File: src/design/pss_defs.svh
`ifndef PSS_DEFS_SVH
`define PSS_DEFS_SVH
// ==========================================
// register byte offsets
`define PSS_A_CTRL   8'h00
`define PSS_A_FIRST  8'h04
`define PSS_A_PICK   8'h08
`define PSS_A_ROUTE  8'h0c
`define PSS_A_NEXT   8'h10
`define PSS_A_SRC    8'h14
`define PSS_A_LIMIT  8'h18
`define PSS_A_SWP    8'h1c
`define PSS_A_STAT   8'h20
`define PSS_A_LOAD   8'h24
// ==========================================
// field positions
`define PSS_B_SEQ_ON  0
`define PSS_B_CFG_ON  1
`define PSS_B_POL     8
`define PSS_B_ARMED   8
`define PSS_B_PEND    9
`define PSS_B_RUN     10
`define PSS_B_CNT     16
// ==========================================
// reset values and limits
`define PSS_RST_LIMIT 9'h001
`define PSS_RST_SRC   3'h0
`define PSS_MAX_LIMIT 9'h100
`endif

File: src/design/pss_pkg.sv
package pss_pkg;
  // ==========================================
  // advance source encodings
  typedef enum logic [2:0] {
    SRC_LINE1  = 3'h0,
    SRC_LINE3  = 3'h1,
    SRC_LINE4  = 3'h2,
    SRC_SW1    = 3'h3,
    SRC_SW2    = 3'h4,
    SRC_SW3    = 3'h5,
    SRC_CNTEND = 3'h6,
    SRC_FSTART = 3'h7
  } pss_src_e;

  typedef struct packed {
    logic [4:0] succ;
    pss_src_e   src;
  } pss_path_s;

  typedef struct packed {
    logic                  seq_on;
    logic                  cfg_on;
    logic [4:0]            first;
    logic [4:0]            pick;
    logic                  route;
    logic [8:0]            limit;
    pss_path_s [31:0][1:0] tbl;
    logic [4:0]            active;
    logic                  armed;
    logic                  pend_v;
    logic [4:0]            pend_set;
    logic [8:0]            cnt;
    logic                  load_p;
    logic                  pready;
    logic                  pslverr;
    logic [31:0]           prdata;
  } pss_state_s;
endpackage : pss_pkg

File: src/design/pss_sequencer.sv
`timescale 1ns/10ps
`include "pss_defs.svh"
// Notes on behaviour
// first fs after enable loads first_set_index
// software keeps first_set_index at zero
// set_pick_index picks set for writes, load
// each set has paths 0/1, own fields
// software gives both paths different sources
// path 1 steps through sets in turn
// path 0 returns to set 0 anytime
// firing source loads that path's successor
// sources: lines 1,3,4, sw 1-3, cnt, fs
// polarity is level-high only
// sync source records, next fs loads
// counter end is synchronous; lines, fs load at once
// software pulse selects and loads at once
// software pulse latency is unspecified
// frame start source loads now, path 1
// line level sampled at fs, high loads
// counter runs 1..limit, end allows advance
// frame_count_limit accepts 1 to 256
// counter end offered on path 1 only
// software avoids pulses in real time use
// 32 stored sets, index 0 to 31
// no config writes while sequencer on
// software links J to J+1, last to 0
// no request keeps the current set
// both paths at once: path 0 wins; a path 1 pulse at an fs overrides a path 0 line
module pss_sequencer #(
  parameter int NSETS = 32
) (
  input  wire logic        pclk,
  input  wire logic        presetn,
  input  wire logic        psel,
  input  wire logic        penable,
  input  wire logic        pwrite,
  input  wire logic [7:0]  paddr,
  input  wire logic [31:0] pwdata,
  output logic [31:0]      prdata,
  output logic             pready,
  output logic             pslverr,
  input  wire logic        frame_start,
  input  wire logic        line1_in,
  input  wire logic        line3_in,
  input  wire logic        line4_in,
  output logic [4:0]       active_set,
  output logic             set_load,
  output logic             seq_running
);

  // ==========================================
  // elaboration checks
  if (NSETS < 1 || NSETS > 32) begin : g_chk
    $error("NSETS must be 1 to 32");
  end

  pss_pkg::pss_state_s q;
  pss_pkg::pss_state_s d;

  // ==========================================
  // helpers
  function automatic logic reg_hit(input logic [7:0] a);
    reg_hit = (a == `PSS_A_CTRL)  || (a == `PSS_A_FIRST) ||
              (a == `PSS_A_PICK)  || (a == `PSS_A_ROUTE) ||
              (a == `PSS_A_NEXT)  || (a == `PSS_A_SRC)   ||
              (a == `PSS_A_LIMIT) || (a == `PSS_A_SWP)   ||
              (a == `PSS_A_STAT)  || (a == `PSS_A_LOAD);
  endfunction : reg_hit

  // whole word compared, so an index of 32 or more cannot alias a low set
  function automatic logic set_ok(input logic [31:0] v);
    set_ok = v < 32'(NSETS);
  endfunction : set_ok

  // line and frame start sources only; counter end is handled through the pending slot
  function automatic logic fires(input pss_pkg::pss_src_e s,
                                 input logic              path1,
                                 input logic [2:0]        lines);
    case (s)
      pss_pkg::SRC_LINE1:  fires = lines[0];
      pss_pkg::SRC_LINE3:  fires = lines[1];
      pss_pkg::SRC_LINE4:  fires = lines[2];
      pss_pkg::SRC_FSTART: fires = path1;
      default:             fires = 1'b0;
    endcase
  endfunction : fires

  logic             acc;
  logic             wr;
  logic             cfg_ok;
  logic             f0;
  logic             f1;
  logic             cnt_end;
  logic             sw0;
  logic             sw1;
  logic [8:0]       cnt_n;
  logic [2:0]       lines;
  pss_pkg::pss_path_s p0;
  pss_pkg::pss_path_s p1;

  // ==========================================
  // next state
  always_comb begin
    d        = q;
    d.load_p = 1'b0;
    acc      = psel & penable & ~q.pready;
    wr       = psel & penable & q.pready & pwrite;
    cfg_ok   = ~q.seq_on & q.cfg_on;
    lines    = {line4_in, line3_in, line1_in};
    p0       = q.tbl[q.active][0];
    p1       = q.tbl[q.active][1];
    f0       = fires(p0.src, 1'b0, lines);
    f1       = fires(p1.src, 1'b1, lines);
    cnt_n    = (q.cnt >= q.limit) ? 9'h001 : q.cnt + 9'h001;
    cnt_end  = (cnt_n == q.limit) && (p1.src == pss_pkg::SRC_CNTEND);
    sw0      = 1'b0;
    sw1      = 1'b0;

    // apb answer: one wait state, data and error ride with pready
    d.pready  = acc;
    d.pslverr = 1'b0;
    if (acc) begin
      d.pslverr = ~reg_hit(paddr);
      d.prdata  = 32'h0;
      case (paddr)
        `PSS_A_CTRL:  d.prdata = {30'h0, q.cfg_on, q.seq_on};
        `PSS_A_FIRST: d.prdata = {27'h0, q.first};
        `PSS_A_PICK:  d.prdata = {27'h0, q.pick};
        `PSS_A_ROUTE: d.prdata = {31'h0, q.route};
        `PSS_A_NEXT:  d.prdata = {27'h0, q.tbl[q.pick][q.route].succ};
        `PSS_A_SRC: begin
          d.prdata = {29'h0, q.tbl[q.pick][q.route].src};
          d.prdata[`PSS_B_POL] = 1'b1;
        end
        `PSS_A_LIMIT: d.prdata = {23'h0, q.limit};
        `PSS_A_STAT: begin
          d.prdata[4:0]          = q.active;
          d.prdata[`PSS_B_ARMED] = q.armed;
          d.prdata[`PSS_B_PEND]  = q.pend_v;
          d.prdata[`PSS_B_RUN]   = q.seq_on & ~q.armed;
          d.prdata[`PSS_B_CNT +: 9] = q.cnt;
        end
        default: d.prdata = 32'h0;
      endcase
    end

    // register writes
    if (wr) begin
      case (paddr)
        `PSS_A_CTRL: begin
          d.seq_on = pwdata[`PSS_B_SEQ_ON];
          d.cfg_on = pwdata[`PSS_B_CFG_ON];
        end
        `PSS_A_FIRST: if (cfg_ok && set_ok(pwdata)) d.first = pwdata[4:0];
        `PSS_A_PICK:  if (set_ok(pwdata)) d.pick = pwdata[4:0];
        `PSS_A_ROUTE: d.route = pwdata[0];
        `PSS_A_NEXT: begin
          if (cfg_ok && set_ok(pwdata)) begin
            d.tbl[q.pick][q.route].succ = pwdata[4:0];
          end
        end
        `PSS_A_SRC: begin
          if (cfg_ok) begin
            d.tbl[q.pick][q.route].src = pss_pkg::pss_src_e'(pwdata[2:0]);
          end
        end
        `PSS_A_LIMIT: begin
          if (cfg_ok && pwdata[8:0] != 9'h0 && pwdata[31:0] <= 32'h100) begin
            d.limit = pwdata[8:0];
          end
        end
        `PSS_A_LOAD: begin
          if (~q.seq_on && pwdata[0]) begin
            d.active = q.pick;
            d.load_p = 1'b1;
          end
        end
        default: d.limit = d.limit;
      endcase
    end

    // ==========================================
    // sequencer
    if (!q.seq_on) begin
      d.armed  = 1'b1;
      d.pend_v = 1'b0;
      d.cnt    = 9'h0;
    end else if (q.armed) begin
      if (frame_start) begin
        d.active = q.first;
        d.load_p = 1'b1;
        d.armed  = 1'b0;
        d.cnt    = 9'h001;
      end
    end else begin
      if (frame_start) begin
        d.cnt = cnt_n;
        if (f0) begin
          d.active = p0.succ;
          d.load_p = 1'b1;
        end else if (f1) begin
          d.active = p1.succ;
          d.load_p = 1'b1;
        end else if (q.pend_v) begin
          d.active = q.pend_set;
          d.load_p = 1'b1;
        end
        d.pend_v = 1'b0;
        if (cnt_end) begin
          d.pend_v   = 1'b1;
          d.pend_set = p1.succ;
        end
      end
      // software pulses bypass the frame start; a pulse in the same
      // cycle as a frame start overrides it
      if (wr && paddr == `PSS_A_SWP) begin
        for (int k = 0; k < 3; k++) begin
          if (pwdata[k] && p0.src == pss_pkg::pss_src_e'(3'h3 + k[2:0])) sw0 = 1'b1;
          if (pwdata[k] && p1.src == pss_pkg::pss_src_e'(3'h3 + k[2:0])) sw1 = 1'b1;
        end
        if (sw0) begin
          d.active = p0.succ;
          d.load_p = 1'b1;
          d.pend_v = 1'b0;
        end else if (sw1) begin
          d.active = p1.succ;
          d.load_p = 1'b1;
          d.pend_v = 1'b0;
        end
      end
    end
  end

  // ==========================================
  // state register
  always_ff @(posedge pclk or negedge presetn) begin
    if (!presetn) begin
      q        <= '0;
      q.limit  <= `PSS_RST_LIMIT;
      q.armed  <= 1'b1;
    end else begin
      q <= d;
    end
  end

  assign prdata      = q.prdata;
  assign pready      = q.pready;
  assign pslverr     = q.pslverr;
  assign active_set  = q.active;
  assign set_load    = q.load_p;
  assign seq_running = q.seq_on;

  logic run;
  assign run = q.seq_on & ~q.armed;
endmodule : pss_sequencer

File: config.mk
export PLATFORM = sky130hd
export DESIGN_NAME = pss_sequencer
export DESIGN_NICKNAME = d
export VERILOG_FILES = /design/src/design/pss_pkg.sv /design/src/design/pss_sequencer.sv
export VERILOG_INCLUDE_DIRS = /design/src /design/src/design
export SDC_FILE = /design/constraint.sdc
export NUM_CORES = 1
export LEC_CHECK = 0
export ABC_AREA = 0
export BUFFER_PORTS_ARGS = -buffer_cell sky130_fd_sc_hd__clkbuf_2
export CORE_MARGIN = 2
export CORE_UTILIZATION = 63
export CTS_CLUSTER_DIAMETER = 200
export DETAILED_ROUTE_END_ITERATION = 6
export PLACE_DENSITY = 0.83
export SLEW_MARGIN = 20
export SYNTH_ARGS = -nofsm -noshare
export SYNTH_HDL_FRONTEND = slang
export SYNTH_SLANG_ARGS = --single-unit
File: constraint.sdc
create_clock -name pclk -period 4.2 [get_ports pclk]
set_input_delay 0.21 -clock pclk [delete_from_list [all_inputs] [get_ports pclk]]
set_output_delay 0.21 -clock pclk [all_outputs]
set_load 0.1 [all_outputs]
## Yosys cells after proc, flatten, opt, wreduce, memory -nomap -nowiden

Cells that the tools add are included.

| cells by class | value |
|---|---|
| $add $sub $neg | 1 |
| multipliers | 0 |
| div/mod/pow operators | 0 |
| magnitude comparators | 8 |
| equality and inequality tests | 26 |
| shift-type cells | 0 |
| mux-type cells | 73 |
| bitwise operators | 10 |
| reduce and logical (&&, ||, !) cells | 35 |

Operator list:

| kind | count |
|---|---|
| $bwmux 512 | 2 |
| $mux 512 | 2 |
| $pmux 512 s2 | 1 |
| $bmux 16 s5 | 2 |
| $demux 16 s5 | 2 |
| $mux 16 | 5 |
| $mux 5 | 12 |
| $pmux 5 s8 | 1 |
| $mux 33 | 1 |
| $eq 8x5->1 const B | 4 |
| $le 32x9->1 const B | 1 |
| $lt 32x6->1 const B | 1 |
| $mux 9 | 3 |
| $mux 1 | 26 |
| $mux 8 | 3 |
| $mux 10 | 2 |
| $eq 3x3->1 const B | 6 |
| $mux 6 | 3 |
| $demux 8 s1 | 2 |
| $eq 8x4->1 const B | 2 |
| $eq 8x6->1 const B | 2 |
| $logic_and 1x1->1 | 14 |
| $eq 3x2->1 const B | 4 |
| $lt 5x6->1 const B | 2 |
| other kinds (25) | 50 |

| word-level totals | value |
|---|---|
| flip-flop bits (word level) | 578 |
| latch bits | 0 |
| bits in writable memories | 0 |
| memory bits (read-only) | 0 |
| input bits | 49 |
| output and inout bits | 41 |
| word-level logic and storage cells | 296 |
| memories kept | 0 |

## Logic depth before layout (Yosys ltp)

| depth | value |
|---|---|
| depth after elaboration | 15 |
| depth in mapped cells | 14 |

## Worst setup path before layout

Ideal clock, no wire load.

| timing path | value |
|---|---|
| path kind | reg2reg |
| from | register q, in the netlist active_set[1] |
| to | register q, in the netlist active_set[3] |
| library setup time | 144 ps |
| arrival time | 3057 ps |
| data required time | 4056 ps |
| setup slack | 999 ps |
| cell stages (with the launch flop) | 12 |
| path through | dfrtp_1 buf_2 buf_2 buf_2 clkbuf_1 buf_1 mux4_2 mux4_2 mux2i_1 a31oi_1 o311ai_0 a22oi_1 |

RTL lines:

| what | RTL line | source |
|---|---|---|
| from (decl) | pss_sequencer.sv:57 | `pss_pkg::pss_state_s q;` |

==> results_dict.tcl <==
set metrics [dict create \
    synth_flop_cell "dfrtp_1" \
    grt_antenna_before_repair 2 \
    vias 23100 \
    hold_ws_ps 102 \
    cts_tree "done" \
    syn-cell-area_um2 32100 \
    period_share_pct 89.0 \
    fp.coreArea_um2 50200 \
    cts_inserted_buffers 59 \
    period_needed_ps 3740 \
    clkPwrFrac_pct 40.5 \
    crit_start "active_set[0]" \
    synth_seq_cells 578 \
    synthArstFlopShare_pct 100 \
    wl_um 92600 \
    critPathRequiredTime_ps 4770 \
    ioPinCount 90 \
    stdcell_area_um2 35200 \
    status "complete, no violations" \
    max_stage_delay_ps 840 \
    p_per_area_nw_per_um2 395 \
    worstMarginPinSlew_ps 1070 \
    synth_cells 2456 \
    globalplace.congestion 0.985 \
    max_cap_violations 0 \
    setup_tns_ps 0 \
    seq_power_share_pct 41.6 \
    track_usage_pct 35.9 \
    first_pass_iters 6 \
    synthDistinctLibCells 76 \
    grt_pass1_wl_um 144000 \
    clockBufferDepth 3 \
    wl_met2_um 42600 \
    rows 82 \
    wl_per_cell_um 28.9 \
    dpl.hpwl_um 62000 \
    die_width_um 230 \
    arrival_ps 4310 \
    hold_viol_final 0 \
    clock-root-buffer "clkbuf_16" \
    ir_drop_uv 351 \
    finalWorstSetupSlack_ps 461 \
    fmax_mhz 267 \
    cts_max_level 2 \
    ys_seq_area_share_pct 45.1 \
    drt-met1-wl_um 35200 \
    drive_gt1_share_pct 39.7 \
    r2r-start "active_set[0]" \
    drc_errors 0 \
    grt_max_degree 133 \
    p_switching_mw 4.06 \
    grt_pass1_vias 23700 \
    setup_viol 0 \
    worstPathCellList "buf_4 -> mux4_2 -> a22o_1 -> a31oi_4 -> nand3_4 -> o31ai_1 -> mux2i_1 -> o21ai_1 -> a22oi_1" \
    insertion_delay_ps 660 \
    cts.sinks 578 \
    drtIter0Drc 2736 \
    final_cell_mix "dfrtp_1 (572), mux2_2 (474), nand2_1 (256)" \
    detail-route-antenna-nets 0 \
    initial_core_util_pct 63.9 \
    start_kind "flip-flop" \
    rsz0062_at_grt "false" \
    swShare_pct 29.2 \
    port_buffers 77 \
    p_leak_nw 16.0 \
    final_common_cell "dfrtp_1" \
    die_h_um 230 \
    combPwrFrac_pct 17.9 \
    area_growth_pct 9.80 \
    top_layer_used "met5" \
    path_max_fanout 27 \
    clk_pin_slew_ps 70 \
    num-nets-final 2538 \
    crit_path_end_kind "flip-flop" \
    ys.warnings.count 0 \
    die-area_um2 52700 \
    final_max_slew_viol_count 0 \
    syn_area_per_cell_um2 13.1 \
    finClkSkew_ps 25.2 \
    wl_met3_um 10200 \
    relSlewSlack_pct 28.5 \
    post-place-ws_ps 521 \
    hp-class "in2reg" \
    overflow 0 \
    critical-path-slowest-cell "dfrtp_4" \
    p_int_mw 9.84 \
    via_per_inst 7.20 \
    synth_edf_count 0 \
    place_area_um2 33000 \
    min_from "pwdata[2]" \
    worstSetupPathType "reg2reg" \
]
[logic make-up after synthesis]
group / count (synthesis) / share of synthesized area (%)
buffers and inverters: 247 / 3.66
AND/OR/NAND/NOR: 529 / 7.38
multiplexers: 802 / 37.5
AO/OA/AOI/OAI: 276 / 5.55
XOR/XNOR: 13 / 0.355
other: 1 / 0.0117
adder cells (fa/ha/maj): 10 / 0.390
flip-flops: 578 / 45.1
[sequential cells by signal, summed over array words and instances, names as in the netlist]
register     flops
active_set       5
q              549
prdata          20
pslverr          1
pready           1
seq_running      1
set_load         1
[layer usage]
layer | GRT usage, % | vias up
li1 | - | 9298
met1 | 49.3 | 11800
met2 | 54.4 | 1599
met3 | 9.57 | 345
met4 | 16.0 | 2
met5 | 0 | -
[worst paths after layout]
path	to	slack [ps]	cells past startpoint
setup / recovery	active_set[3]	460	9
hold / removal	q[370]	100	2
setup reg to reg	active_set[3]	460	9
hold reg to reg	prdata[19]	470	2
max in group asynchronous	q[190]	2820	3
min in group asynchronous	q[376]	160	2
[power groups by stage]
stage | clock network (mW) | registers (mW) | logic (mW)
after CTS | 5.67 | 5.78 | 2.47
after global routing | 5.90 | 5.78 | 2.62
after global placement | 0 | 5.88 | 2.42
after floorplan | 0 | 5.71 | 2.01
final | 5.64 | 5.78 | 2.48
after detailed placement | 0 | 5.88 | 2.45
[through the flow]
stage / utilization, % / power [mW] / std cells
after floorplan: - / 7.72 / 2467
after CTS: 70.2 / 13.9 / 3201
after detailed placement: 65.9 / 8.33 / 3082
after global placement: 65.9 / 8.30 / 3082
after global routing: 70.2 / 14.3 / 3201
final: 70.2 / 13.9 / 3202
[final cells by class]
class	instances	area, µm²
Sequential cell	578	14500
Clock inverter	24	349
Multi-Input combinational cell	1642	16500
Timing Repair Buffer	166	1210
Inverter	32	120
Clock buffer	87	1720
Antenna cell	1	2.50
Tap cell	672	841
Fill cell	3303	15000
[cell usage after synthesis, types with 15 or more instances]
| library cell | number | share of area (%) |
|---|---|---|
| mux2i_1 | 59 | 1.8 |
| mux2_2 | 474 | 17 |
| buf_4 | 43 | 1.0 |
| mux4_1 | 16 | 1.3 |
| a22oi_1 | 47 | 1.1 |
| buf_1 | 21 | 0.25 |
| and3_1 | 15 | 0.29 |
| dfrtp_1 | 576 | 45 |
| nand4_1 | 15 | 0.29 |
| buf_2 | 22 | 0.34 |
| a31oi_1 | 15 | 0.29 |
| o21ai_0 | 98 | 1.5 |
| nand3_1 | 49 | 0.76 |
| nor2_1 | 115 | 1.3 |
| mux4_2 | 252 | 18 |
| a21oi_1 | 46 | 0.72 |
| clkbuf_1 | 123 | 1.4 |
| nand2_1 | 256 | 3.0 |
| inv_1 | 31 | 0.36 |
[worst max-delay path: cells and delay by family (launching register included)]
family | cells | cell delay [ps]
AND/OR/NAND/NOR | 1 | 120
multiplexers | 2 | 820
buffers and inverters | 1 | 310
flip-flops | 1 | 840
AO/OA/AOI/OAI | 5 | 1550
[repair_timing]
item / CTS / global route
gates resized for setup: 0 / 0
setup buffers: 0 / 0
hold endpoints to repair: 83 / 0
hold buffers: 8 / 0
Note: power is estimated with default switching activity, not from simulation.
